`config.mk`:
```
export PLATFORM = sky130hd
export DESIGN_NAME = pnlcm_regs
export DESIGN_NICKNAME = d
export VERILOG_FILES = /design/src/inc/pnlcm_pkg.sv /design/src/rtl/pnlcm_pulse_acc.sv /design/src/rtl/pnlcm_regs.sv
export VERILOG_INCLUDE_DIRS = /design/src /design/src/inc
export SDC_FILE = /design/constraint.sdc
export NUM_CORES = 1
export LEC_CHECK = 0
export BUFFER_PORTS_ARGS = -buffer_cell sky130_fd_sc_hd__buf_2
export CAP_MARGIN = 15
export CORE_ASPECT_RATIO = 0.75
export CORE_MARGIN = 2
export CORE_UTILIZATION = 63
export CTS_CLUSTER_SIZE = 8
export DETAILED_ROUTE_END_ITERATION = 6
export PLACE_DENSITY = 0.86
export RECOVER_POWER = 50
export SETUP_SLACK_MARGIN = 0.05
export SLEW_MARGIN = 20
export SYNTH_ARGS = -nofsm -noshare
export SYNTH_HDL_FRONTEND = slang
export SYNTH_SLANG_ARGS = --single-unit
export TNS_END_PERCENT = 50
```
`constraint.sdc`:
```
create_clock -name i_core_clk -period 10.3 [get_ports i_core_clk]
set_clock_uncertainty 0.05 [all_clocks]
set_input_delay 1.03 -clock i_core_clk [delete_from_list [all_inputs] [get_ports i_core_clk]]
set_output_delay 1.03 -clock i_core_clk [all_outputs]
set_load 0.01 [all_outputs]
```
`src/inc/pnlcm_map.svh`:
```
// pnlcm_map.svh: offsets, field positions, reset values and counts
// assumes: included by bare name from the package and the design modules
`ifndef PNLCM_MAP_SVH
`define PNLCM_MAP_SVH

// ----------------------------------------------------------------
// register indices and byte addresses (four times the index)
// ----------------------------------------------------------------
`define PNLCM_IDX_NOLOAD 16'hE608
`define PNLCM_IDX_COMP 16'hE60E
`define PNLCM_ADDR_NOLOAD {`PNLCM_IDX_NOLOAD, 2'h0}
`define PNLCM_ADDR_COMP {`PNLCM_IDX_COMP, 2'h0}

// ----------------------------------------------------------------
// phase_noload_status fields
// ----------------------------------------------------------------
`define PNLCM_NL_TOTAL_LSB 0
`define PNLCM_NL_FUND_LSB 3
`define PNLCM_NL_APPAR_LSB 6
`define PNLCM_NL_USED_W 9
`define PNLCM_NL_RESET 9'h000

// ----------------------------------------------------------------
// computation_mode fields
// ----------------------------------------------------------------
`define PNLCM_CM_SEL1_LSB 0
`define PNLCM_CM_SEL2_LSB 3
`define PNLCM_CM_SEL3_LSB 6
`define PNLCM_CM_ANGLE_LSB 9
`define PNLCM_CM_USED_W 11
`define PNLCM_CM_SEL_RESET 9'h1FF

// ----------------------------------------------------------------
// pulse generation
// ----------------------------------------------------------------
`define PNLCM_ENERGY_W 16
`define PNLCM_ACC_W 24
`define PNLCM_PULSE_THRESH 24'h010000

`endif

```
`src/inc/pnlcm_pkg.sv`:
```
// pnlcm_pkg: types shared by the no-load and computation-mode block
// assumes: pnlcm_map.svh on the include path
package pnlcm_pkg;
    `include "pnlcm_map.svh"

    // ----------------------------------------------------------------
    // angle measurement selection
    // ----------------------------------------------------------------
    typedef enum logic [1:0] {
        PNLCM_ANG_V_I,
        PNLCM_ANG_V_V,
        PNLCM_ANG_I_I,
        PNLCM_ANG_NONE
    } pnlcm_angle_e;

    typedef logic [`PNLCM_ENERGY_W-1:0] pnlcm_energy_t;
endpackage : pnlcm_pkg

```
`src/rtl/pnlcm_pulse_acc.sv`:
```
// pnlcm_pulse_acc: accumulates selected phase energies into one pulse output
// assumes: energy increments are per-cycle, unsigned, synchronous to clock
`timescale 1ns/1ps
`include "pnlcm_map.svh"
module pnlcm_pulse_acc (
    input wire logic i_core_clk,
    input wire logic i_resetn,
    input wire logic [2:0] i_phase_select,
    input wire pnlcm_pkg::pnlcm_energy_t i_energy_a,
    input wire pnlcm_pkg::pnlcm_energy_t i_energy_b,
    input wire pnlcm_pkg::pnlcm_energy_t i_energy_c,
    output logic o_pulse
);
    import pnlcm_pkg::*;

    logic [`PNLCM_ACC_W-1:0] acc_r;
    logic [`PNLCM_ACC_W-1:0] acc_nxt;
    logic pulse_r;
    logic pulse_nxt;
    logic [`PNLCM_ACC_W-1:0] sum;
    logic [`PNLCM_ACC_W-1:0] total;

    // ----------------------------------------------------------------
    // accumulate and emit
    // ----------------------------------------------------------------
    always_comb begin
        sum = (i_phase_select[0] ? `PNLCM_ACC_W'(i_energy_a) : '0)
            + (i_phase_select[1] ? `PNLCM_ACC_W'(i_energy_b) : '0)
            + (i_phase_select[2] ? `PNLCM_ACC_W'(i_energy_c) : '0);
        total = acc_r + sum;
        if (total >= `PNLCM_PULSE_THRESH) begin
            acc_nxt = total - `PNLCM_PULSE_THRESH;
            pulse_nxt = 1'b1;
        end else begin
            acc_nxt = total;
            pulse_nxt = 1'b0;
        end
    end

    always_ff @(posedge i_core_clk or negedge i_resetn) begin
        if (!i_resetn) begin
            acc_r <= '0;
            pulse_r <= 1'b0;
        end else begin
            acc_r <= acc_nxt;
            pulse_r <= pulse_nxt;
        end
    end

    assign o_pulse = pulse_r;
endmodule : pnlcm_pulse_acc

```
`src/rtl/pnlcm_regs.sv`:
```
// pnlcm_regs: per-phase no-load status and computation-mode registers on apb
// assumes: no-load detector levels and variant straps are synchronous inputs
`timescale 1ns/1ps
`include "pnlcm_map.svh"
module pnlcm_regs (
    input wire logic i_core_clk,
    input wire logic i_resetn,
    input wire logic i_psel,
    input wire logic i_penable,
    input wire logic i_pwrite,
    input wire logic [17:0] i_paddr,
    input wire logic [31:0] i_pwdata,
    output logic [31:0] o_prdata,
    output logic o_pready,
    output logic o_pslverr,
    input wire logic [2:0] i_total_act_noload,
    input wire logic [2:0] i_total_react_noload,
    input wire logic [2:0] i_fund_act_noload,
    input wire logic [2:0] i_fund_react_noload,
    input wire logic [2:0] i_apparent_noload,
    input wire logic i_variant_active_only,
    input wire logic i_variant_has_fund,
    input wire pnlcm_pkg::pnlcm_energy_t i_energy_a,
    input wire pnlcm_pkg::pnlcm_energy_t i_energy_b,
    input wire pnlcm_pkg::pnlcm_energy_t i_energy_c,
    output logic o_total_noload_event,
    output logic o_fund_noload_event,
    output logic o_apparent_noload_event,
    output logic o_first_pulse_output,
    output logic o_second_pulse_output,
    output logic o_third_pulse_output,
    output logic o_angle_v_i_en,
    output logic o_angle_v_v_en,
    output logic o_angle_i_i_en
);
    import pnlcm_pkg::*;

    // ----------------------------------------------------------------
    // no-load flags and events
    // ----------------------------------------------------------------
    logic [2:0] total_noload_phase_flag_r;
    logic [2:0] total_noload_phase_flag_nxt;
    logic [2:0] fund_noload_phase_flag_r;
    logic [2:0] fund_noload_phase_flag_nxt;
    logic [2:0] apparent_noload_phase_flag_r;
    logic [2:0] apparent_noload_phase_flag_nxt;
    logic total_event_r;
    logic total_event_nxt;
    logic fund_event_r;
    logic fund_event_nxt;
    logic appar_event_r;
    logic appar_event_nxt;

    always_comb begin
        total_noload_phase_flag_nxt = i_total_act_noload
            & (i_total_react_noload | {3{i_variant_active_only}});
        fund_noload_phase_flag_nxt = i_fund_act_noload & i_fund_react_noload
            & {3{i_variant_has_fund}};
        apparent_noload_phase_flag_nxt = i_apparent_noload;
        total_event_nxt = |(total_noload_phase_flag_nxt & ~total_noload_phase_flag_r);
        fund_event_nxt = |(fund_noload_phase_flag_nxt & ~fund_noload_phase_flag_r);
        appar_event_nxt = |(apparent_noload_phase_flag_nxt & ~apparent_noload_phase_flag_r);
    end

    always_ff @(posedge i_core_clk or negedge i_resetn) begin
        if (!i_resetn) begin
            total_noload_phase_flag_r <= 3'h0;
            fund_noload_phase_flag_r <= 3'h0;
            apparent_noload_phase_flag_r <= 3'h0;
            total_event_r <= 1'b0;
            fund_event_r <= 1'b0;
            appar_event_r <= 1'b0;
        end else begin
            total_noload_phase_flag_r <= total_noload_phase_flag_nxt;
            fund_noload_phase_flag_r <= fund_noload_phase_flag_nxt;
            apparent_noload_phase_flag_r <= apparent_noload_phase_flag_nxt;
            total_event_r <= total_event_nxt;
            fund_event_r <= fund_event_nxt;
            appar_event_r <= appar_event_nxt;
        end
    end

    // ----------------------------------------------------------------
    // apb slave and computation mode
    // ----------------------------------------------------------------
    logic [8:0] phase_select_r;
    logic [8:0] phase_select_nxt;
    pnlcm_angle_e angle_measure_select_r;
    pnlcm_angle_e angle_measure_select_nxt;
    logic [31:0] prdata_r;
    logic [31:0] prdata_nxt;
    logic pready_r;
    logic pready_nxt;
    logic pslverr_r;
    logic pslverr_nxt;
    logic [2:0] angle_en_r;
    logic [2:0] angle_en_nxt;
    logic [15:0] phase_noload_status;
    logic [15:0] computation_mode;
    logic setup;
    logic wr_done;

    assign phase_noload_status = {7'h00, apparent_noload_phase_flag_r,
                                  fund_noload_phase_flag_r, total_noload_phase_flag_r};
    assign computation_mode = {5'h00, angle_measure_select_r, phase_select_r};
    assign setup = i_psel & ~i_penable;
    assign wr_done = i_psel & i_penable & pready_r & i_pwrite;

    always_comb begin
        phase_select_nxt = phase_select_r;
        angle_measure_select_nxt = angle_measure_select_r;
        prdata_nxt = prdata_r;
        pready_nxt = 1'b0;
        pslverr_nxt = 1'b0;
        if (setup) begin
            pready_nxt = 1'b1;
            unique case (i_paddr)
                `PNLCM_ADDR_NOLOAD: prdata_nxt = {16'h0000, phase_noload_status};
                `PNLCM_ADDR_COMP: prdata_nxt = {16'h0000, computation_mode};
                default: begin
                    prdata_nxt = 32'h00000000;
                    pslverr_nxt = 1'b1;
                end
            endcase
        end
        if (wr_done && i_paddr == `PNLCM_ADDR_COMP) begin
            phase_select_nxt = i_pwdata[8:0];
            angle_measure_select_nxt = pnlcm_angle_e'(i_pwdata[10:9]);
        end
        unique case (angle_measure_select_r)
            PNLCM_ANG_V_I: angle_en_nxt = 3'h1;
            PNLCM_ANG_V_V: angle_en_nxt = 3'h2;
            PNLCM_ANG_I_I: angle_en_nxt = 3'h4;
            PNLCM_ANG_NONE: angle_en_nxt = 3'h0;
        endcase
    end

    always_ff @(posedge i_core_clk or negedge i_resetn) begin
        if (!i_resetn) begin
            phase_select_r <= `PNLCM_CM_SEL_RESET;
            angle_measure_select_r <= PNLCM_ANG_V_I;
            prdata_r <= 32'h00000000;
            pready_r <= 1'b0;
            pslverr_r <= 1'b0;
            angle_en_r <= 3'h0;
        end else begin
            phase_select_r <= phase_select_nxt;
            angle_measure_select_r <= angle_measure_select_nxt;
            prdata_r <= prdata_nxt;
            pready_r <= pready_nxt;
            pslverr_r <= pslverr_nxt;
            angle_en_r <= angle_en_nxt;
        end
    end

    // ----------------------------------------------------------------
    // pulse outputs
    // ----------------------------------------------------------------
    logic [2:0] pulse;

    genvar g;
    generate
        for (g = 0; g < 3; g = g + 1) begin : g_pulse
            pnlcm_pulse_acc pnlcm_pulse_acc_inst (
                .i_core_clk(i_core_clk),
                .i_resetn(i_resetn),
                .i_phase_select(phase_select_r[3*g +: 3]),
                .i_energy_a(i_energy_a),
                .i_energy_b(i_energy_b),
                .i_energy_c(i_energy_c),
                .o_pulse(pulse[g])
            );
        end
    endgenerate

    assign o_first_pulse_output = pulse[0];
    assign o_second_pulse_output = pulse[1];
    assign o_third_pulse_output = pulse[2];
    assign o_prdata = prdata_r;
    assign o_pready = pready_r;
    assign o_pslverr = pslverr_r;
    assign o_total_noload_event = total_event_r;
    assign o_fund_noload_event = fund_event_r;
    assign o_apparent_noload_event = appar_event_r;
    assign o_angle_v_i_en = angle_en_r[0];
    assign o_angle_v_v_en = angle_en_r[1];
    assign o_angle_i_i_en = angle_en_r[2];
endmodule : pnlcm_regs

```
==> summary.md, run 1 <==
| Metric | Value |
|---|---|
| Met3 Usage GRT | 0.0646 |
| Reg clk slew, reported paths | 50 ps |
| Slew margin rel. | -1.60 |
| Top FF cell, synth | dfrtp_1 |
| Average cell area after synthesis | 9.42 um2 |
| # Max-Cap Violations | 2 |
| Layer with the highest usage | met2 |
| Synth top area share | 0.247 |
| GPL Wtd Cong | 0.952 |
| Via count | 8712 |
| Postcts setup bufs | 0 |
| GR Util met1 | 0.406 |
| RSZ-0062 raised after global routing | false |
| Tightest Pin Transition | 3900 ps |
| Failing checks | max-capacitance violations, max-slew violations |
| Vias in the first global route | 8944 |
| Fraction of registers with async set or reset after synthesis | 1.00 |
| Design area | 11900 um2 |
| P per Cell Area | 107 nW/um2 |
| Final max-slew violation count | 117 |
| Core Util, Final | 0.712 |
| Synthesized area | 10600 um2 |
| I/O Pins | 163 |
| Min-delay worst type | reg -> reg |
| DP HPWL | 20000 um |
| Port-buffer cells | 120 |
| Rows | 41 |
| Synth Warn # | 0 |
| First-pass GRT wire length | 43600 um |
| CTS Buf Count | 17 |
| Status | finished with violations |
| ANT cells | 0 |
| Largest net degree at the start of global routing | 71 |
| Minimum clock period | 7020 ps |
| Total leakage power | 6.15 nW |
| Drt drc | 0 |
| M2 GR Usage | 0.528 |
| Fin Setup TNS | 0 ps |
| Area growth from synthesis to layout | 11.8% |
| Commonest cells in the netlist | 153 x inv_1, 122 x and2_1, 105 x dfrtp_1, 96 x fa_1, 82 x nand2_1 |
| Setup-failing EPs final | 0 |
| Clock buffer depth | 2 |
| Largest cells by area after synthesis | dfrtp_1 25%, fa_1 18%, ha_1 7.4% |
| Post-CTS Resized | 0 |
| Congestion Overflow GR | 0 |
| DR WL/cell | 17.9 um |
| Total Power | 0.00127 W |
| H-tree Lvls | 4 |
| Post-Place Cell Area | 11300 um2 |
| Clock latency on the worst-skew pair | 420 ps |
| Library cells used by synthesis | 83 |
| Initial antenna violation count | 0 |
| Critical Path End Type | register |
| Drt via density | 5.92 |
| Post-route worst setup slack | 3280 ps |
| Clock sinks | 114 |
| GRT Overall Usage | 0.314 |
| Post-synth top area cell | dfrtp_1 |
| Max rail drop VDD | 87.3 uV |
| Cells after Synth | 1128 |
| Antenna Nets Post-Route | 0 |
| Drt first-iter violations | 617 |
| Most frequent cell after synthesis | inv_1 |
| # fillers | 1256 |
| Die Ht | 116 um |
| Hold_buf cts | 0 |
| Nets | 1522 |
| Yosys reg bits | 114 |
| Drt first pass iters | 5 |
| Final hold vios | 0 |
| Worst EP required | 10550 ps |
| Fmax | 143 MHz |
| Crit path launch type | register |
| Horiz. Die Dim | 154 um |
| Final WL | 26300 um |
| Share of post-route cells with drive strength above 1 | 0.142 |
| Crit path DAT | 7270 ps |
| Initial Utilization | 0.637 |
| EDFF count, synth | 0 |
| Die Footprint | 17900 um2 |
| Max Fanout on Critical Path | 18 |
| Crit Path Category | reg -> reg |
| Final critical-path share of the clock period | 0.681 |
| CORE AREA | 16700 um2 |
| Sequential fraction of the synthesis area | 0.270 |
| TritonCTS clock tree | done |
| Setup WS pre-CTS | 3270 ps |
| CTS root buf | clkbuf_16 |
==> metal layers <==
metal / wire length (um) / vias up
li1: - / 3941
met3: 2040 / 77
met1: 11000 / 4283
met5: 0 / -
met2: 12400 / 411
met4: 828 / 0
==> report_power, final <==
part	switching [W]	internal [W]	leakage [nW]
sequential	0.0000111	0.000468	1.39
clock	0.000225	0.000369	0.279
combinational	0.000113	0.0000834	4.49
==> path summary, 6_finish.rpt <==
| path | start | endpoint | slack, ps | depth (start not counted) |
|---|---|---|---|---|
| max in group asynchronous | i_resetn | g_pulse[0].pnlcm_pulse_acc_inst.acc_r[21] | 4230 | 2 |
| min in group asynchronous | i_resetn | g_pulse[2].pnlcm_pulse_acc_inst.o_pulse | 1300 | 1 |
| worst max-delay path | phase_select_r[3] | g_pulse[1].pnlcm_pulse_acc_inst.acc_r[17] | 3280 | 20 |
| worst min-delay path | o_prdata[10] | o_prdata[10] | 420 | 2 |
| worst min register to register | o_prdata[10] | o_prdata[10] | 420 | 2 |
| worst max register to register | phase_select_r[3] | g_pulse[1].pnlcm_pulse_acc_inst.acc_r[17] | 3280 | 20 |
==> per-stage QoR <==
step | cells | hold WS, ps
final | 1471 | 419
after global placement | 1439 | 396
after global routing | 1471 | 461
after floorplan | 1148 | 386
after detailed placement | 1439 | 405
after CTS | 1471 | 417
==> final cells by class <==
cell class | instances | area (um2) | area share
Sequential cell | 114 | 2860 | 0.241
Tap cell | 215 | 269 | 0.0227
Clock inverter | 12 | 131 | 0.0111
Timing Repair Buffer | 122 | 577 | 0.0486
Clock buffer | 20 | 457 | 0.0385
Multi-Input combinational cell | 835 | 7000 | 0.590
Inverter | 153 | 574 | 0.0484
==> flip-flops by register name, summed over array words and instances (netlist names) <==
name and cells:
o_total_noload_event 1, o_pslverr 1, phase_select_r 9, angle_en_r 3, total_noload_phase_flag_r 3, o_pready 1, fund_noload_phase_flag_r 3, o_fund_noload_event 1
g_pulse.pnlcm_pulse_acc_inst.o_pulse 3, o_apparent_noload_event 1, g_pulse.pnlcm_pulse_acc_inst.acc_r 72, o_prdata 11, angle_measure_select_r 2, apparent_noload_phase_flag_r 3
==> cells in the final DEF, fill, tap and decap left out, types with 5 or more instances in the layout <==
| cell | synthesis | layout |
|---|---|---|
| inv_1 | 153 | 153 |
| and2_1 | 122 | 122 |
| dfrtp_1 | 105 | 105 |
| fa_1 | 96 | 96 |
| buf_2 | 2 | 92 |
| nand2_1 | 82 | 82 |
| ha_1 | 63 | 63 |
| nor2_1 | 60 | 60 |
| a21oi_1 | 47 | 47 |
| o21ai_0 | 41 | 41 |
| xnor2_1 | 32 | 32 |
| clkbuf_1 | 19 | 30 |
| xor2_1 | 28 | 28 |
| nand3_1 | 26 | 26 |
| conb_1 | 1 | 21 |
| a21o_1 | 17 | 17 |
| clkbuf_16 | 0 | 17 |
| nor3_1 | 17 | 16 |
| mux2_2 | 13 | 13 |
| o211ai_1 | 11 | 11 |
| nand4_1 | 11 | 11 |
| nand2b_1 | 10 | 10 |
| a221oi_1 | 10 | 10 |
| o21a_1 | 8 | 8 |
| and3_1 | 7 | 7 |
| a31oi_1 | 6 | 6 |
| nor2b_1 | 6 | 6 |
| nor4_1 | 6 | 6 |
| dfstp_2 | 9 | 6 |
| o21bai_1 | 5 | 5 |
| o2111ai_1 | 5 | 5 |
| a31o_2 | 5 | 5 |
==> cells by family after synthesis <==
logic type                 Yosys count  synth area share
and+or+nand+nor                    383             0.196
muxes                               18            0.0191
AOI/OAI and AO/OA                  193             0.129
adders and majority gates          159             0.255
other                                1          0.000353
xor gates and xnor gates            61            0.0510
buffers and inverters              199            0.0790
DFF                                114             0.270
==> critical path, cell delays in order (launching register included) <==
cell and delay [ps]:
dfstp_1 970, and2_1 250, fa_1 410, fa_1 540
ha_1 240, inv_1 80, fa_1 450, nand2b_1 190
a21oi_1 340, a31oi_1 250, o21ai_0 370, a311oi_1 230
inv_1 130, ha_1 250, nand3_1 110, nor3_1 170
or4b_1 480, or4_1 530, nor4b_4 350, a211oi_4 160
mux2_4 330
Power figures use the tool's default switching activity.
==> run 2, diff against run 1 <==
--- a/config.mk
+++ b/config.mk
@@ -10,10 +10,10 @@
 export CAP_MARGIN = 15
 export CORE_ASPECT_RATIO = 0.75
 export CORE_MARGIN = 2
-export CORE_UTILIZATION = 63
+export CORE_UTILIZATION = 59
 export CTS_CLUSTER_SIZE = 8
 export DETAILED_ROUTE_END_ITERATION = 6
-export PLACE_DENSITY = 0.86
+export PLACE_DENSITY = 0.81
 export RECOVER_POWER = 50
 export SETUP_SLACK_MARGIN = 0.05
 export SLEW_MARGIN = 20
==> constraint.sdc (replaced) <==
create_clock -name i_core_clk -period 7.03 [get_ports i_core_clk]
set_clock_uncertainty 0.05 [all_clocks]
set_input_delay 0.703 -clock i_core_clk [delete_from_list [all_inputs] [get_ports i_core_clk]]
set_output_delay 0.703 -clock i_core_clk [all_outputs]
set_load 0.01 [all_outputs]
==> run 2 against run 1 <==
  * The flow still finishes with violations (max-capacitance violations, max-slew violations)
  * Register-to-register slack worse by 2700 ps
  * Setup slack worse by 2700 ps
  * Die area increased by 6.6%
  * Cell area rose by 0.39%
  * Non-clock buffer count is 3 higher
  * Cell count up 2.0%
  * Core utilization fell by 3.7 points
  * Combinational power rose by 49%
  * Flip-flop and latch count unchanged
  * Sequential power grew 47%
  * Critical path type unchanged
  * Critical endpoint unchanged
  * Largest cell class unchanged
  * Highest routed layer unchanged
==> summary.md, run 2 (synthesized netlist as in run 1, its figures left out) <==
| Metric | Value |
|---|---|
| Min-delay worst type | in -> reg (was reg -> reg) |
| Switching Share | 0.273 (was 0.275) |
| Drt drc | 0 (unchanged) |
| ANT cells | 0 (unchanged) |
| CORE AREA | 17700 um2 (was 16700 um2) |
| H-tree Lvls | 4 (unchanged) |
| Design area | 11900 um2 (about the same) |
| Final hold vios | 0 (unchanged) |
| Via count | 8524 (was 8712) |
| Clock power share | 0.464 (was 0.468) |
| Rows | 42 (was 41) |
| Status | finished with violations (unchanged) |
| Logic pwr share | 0.158 (was 0.155) |
| Max rail drop VDD | 97.0 uV (was 87.3 uV) |
| Setup-failing EPs final | 0 (unchanged) |
| Reg clk slew, reported paths | 60 ps (was 50 ps) |
| Die Footprint | 19100 um2 (was 17900 um2) |
| Most frequent cells in the layout | 153 x inv_1, 122 x and2_1, 105 x dfrtp_1, 96 x fa_1, 91 x buf_2 (was 153 x inv_1, 122 x and2_1, 105 x dfrtp_1, 96 x fa_1, 92 x buf_2) |
| Initial Utilization | 0.602 (was 0.637) |
| Max Fanout on Critical Path | 18 (unchanged) |
| Worst EP required | 7290 ps (was 10550 ps) |
| Total leakage power | 6.17 nW (was 6.15 nW) |
| Clock buffer depth | 2 (unchanged) |
| Initial antenna violation count | 0 (unchanged) |
| Nets | 1525 (was 1522) |
| Largest net degree at the start of global routing | 60 (was 71) |
| Die Ht | 120 um (was 116 um) |
| DP HPWL | 20300 um (was 20000 um) |
| First-pass GRT wire length | 43800 um (was 43600 um) |
| Post-CTS Resized | 0 (unchanged) |
| Most common cell after layout, fill and taps aside | inv_1 (unchanged) |
| Antenna Nets Post-Route | 0 (unchanged) |
| Postcts setup bufs | 0 (unchanged) |
| GRT Overall Usage | 0.293 (was 0.314) |
| Congestion Overflow GR | 0 (unchanged) |
| Vias in the first global route | 8653 (was 8944) |
| Minimum clock period | 6470 ps (was 7020 ps) |
| RSZ-0062 raised after global routing | false (unchanged) |
| Drt first-iter violations | 762 (was 617) |
| Fin Setup TNS | 0 ps (unchanged) |
| P per Cell Area | 156 nW/um2 (was 107 nW/um2) |
| Final max-slew violation count | 117 (unchanged) |
| DR WL/cell | 17.3 um (was 17.9 um) |
| TritonCTS clock tree | done (unchanged) |
| Share of post-route cells with drive strength above 1 | 0.145 (was 0.142) |
| Int Pwr | 0.00135 W (was 0.000920 W) |
| Post-Place Cell Area | 11400 um2 (was 11300 um2) |
| Failing checks | max-capacitance violations, max-slew violations (unchanged) |
| Area growth from synthesis to layout | 12.2% (was 11.8%) |
| Critical Path End Type | register (unchanged) |
| Clock latency on the worst-skew pair | 430 ps (was 420 ps) |
| # Max-Cap Violations | 2 (unchanged) |
| Slew margin rel. | -1.12 (was -1.60) |
| Largest reg by FF count | g_pulse.pnlcm_pulse_acc_inst.acc_r (unchanged) |
| Crit path launch type | register (unchanged) |
| Hold_buf cts | 0 (unchanged) |
| Drt first pass iters | 5 (unchanged) |
| CTS Buf Count | 17 (unchanged) |
| Clock sinks | 114 (unchanged) |
| Crit Path Category | reg -> reg (unchanged) |
| GPL Wtd Cong | 0.935 (was 0.952) |
| P_sw | 0.000508 W (was 0.000349 W) |
| Final critical-path share of the clock period | 0.921 (was 0.681) |
| Max reg flops | 72 (unchanged) |
| Sequential Power Share | 0.378 (was 0.377) |
| Crit path DAT | 6730 ps (was 7270 ps) |
| Port-buffer cells | 120 (unchanged) |
| Drt via density | 5.68 (was 5.92) |
| Tightest Pin Transition | 3180 ps (was 3900 ps) |
| Fmax | 154 MHz (was 143 MHz) |
| Final WL | 25900 um (was 26300 um) |
| Horiz. Die Dim | 159 um (was 154 um) |
| I/O Pins | 163 (unchanged) |
| CTS root buf | clkbuf_16 (unchanged) |
-- run 2: cell count changes in the layout (fill, tap and decap cells not counted), sizes merged --
| cell | change |
|---|---|
| clkinv | +4 |
| clkbuf | +2 |
| clkinvlp | -3 |
| buf | +1 |
| inv | -1 |
-- run 2: final timing paths --
path | startpoint | to | slack [ps] | cells after the start
setup / recovery | phase_select_r[5] | g_pulse[1].pnlcm_pulse_acc_inst.acc_r[17] | 560 | 20
hold / removal | i_apparent_noload[1] | apparent_noload_phase_flag_r[1] | 360 | 1
setup reg to reg | phase_select_r[5] | g_pulse[1].pnlcm_pulse_acc_inst.acc_r[17] | 560 | 20
hold reg to reg | o_prdata[10] | o_prdata[10] | 420 | 2
max in group asynchronous | i_resetn | g_pulse[1].pnlcm_pulse_acc_inst.acc_r[19] | 2830 | 2
min in group asynchronous | i_resetn | o_prdata[3] | 1270 | 1
-- run 2: layer usage --
layer,vias to the layer above,GRT usage,part of all wire,wire [um]
met5,-,0,0,0
met4,0,0.111,0.037,957
met3,73,0.0672,0.068,1760
met2,357,0.472,0.46,12000
met1,4149,0.392,0.43,11200
li1,3945,-,-,-
-- run 2: through the flow --
| stage | setup slack [ps] | power [W] | hold slack, ps | instances | util |
|---|---|---|---|---|---|
| 4_1_cts | 640 | 0.00187 | 303 | 1501 | 0.678 |
| 5_1_grt | 218 | 0.00194 | 350 | 1501 | 0.675 |
| 3_3_place_gp | 609 | 0.000999 | 398 | 1469 | 0.644 |
| 3_5_place_dp | 581 | 0.00101 | 406 | 1469 | 0.645 |
| 6_report | 555 | 0.00186 | 360 | 1501 | 0.675 |
| 2_1_floorplan | 1220 | 0.000902 | 357 | 1148 | - |
-- run 2: power by group through the flow --
| stage | sequential [W] | combinational [W] | clock (W) |
|---|---|---|---|
| 2_1_floorplan | 0.000712 | 0.000190 | 0 |
| 3_3_place_gp | 0.000713 | 0.000286 | 0 |
| 3_5_place_dp | 0.000714 | 0.000294 | 0 |
| 4_1_cts | 0.000702 | 0.000297 | 0.000870 |
| 5_1_grt | 0.000705 | 0.000325 | 0.000909 |
| 6_report | 0.000703 | 0.000293 | 0.000862 |
-- run 2: critical path, stage by stage, from the launching register on --
cell and delay [ps]:
dfstp_2 760, and2_1 200, fa_1 450, fa_1 510, ha_1 240, inv_1 90
fa_1 450, nand2b_1 170, a21oi_1 300, a31oi_1 210, o21ai_0 300, a311oi_1 230
inv_1 120, ha_1 230, nand3_1 100, nor3_1 130, or4b_1 470, or4_1 510
nor4b_4 350, a211oi_4 160, mux2_4 330
-- run 2: cell type report --
cell class	count	area (um2)
multi-input combinational	835	7000
fill	1387	5740
sequential	114	2860
timing repair buffer	125	596
inverter	153	574
clock buffer	20	447
tap	242	303
clock inverter	12	135
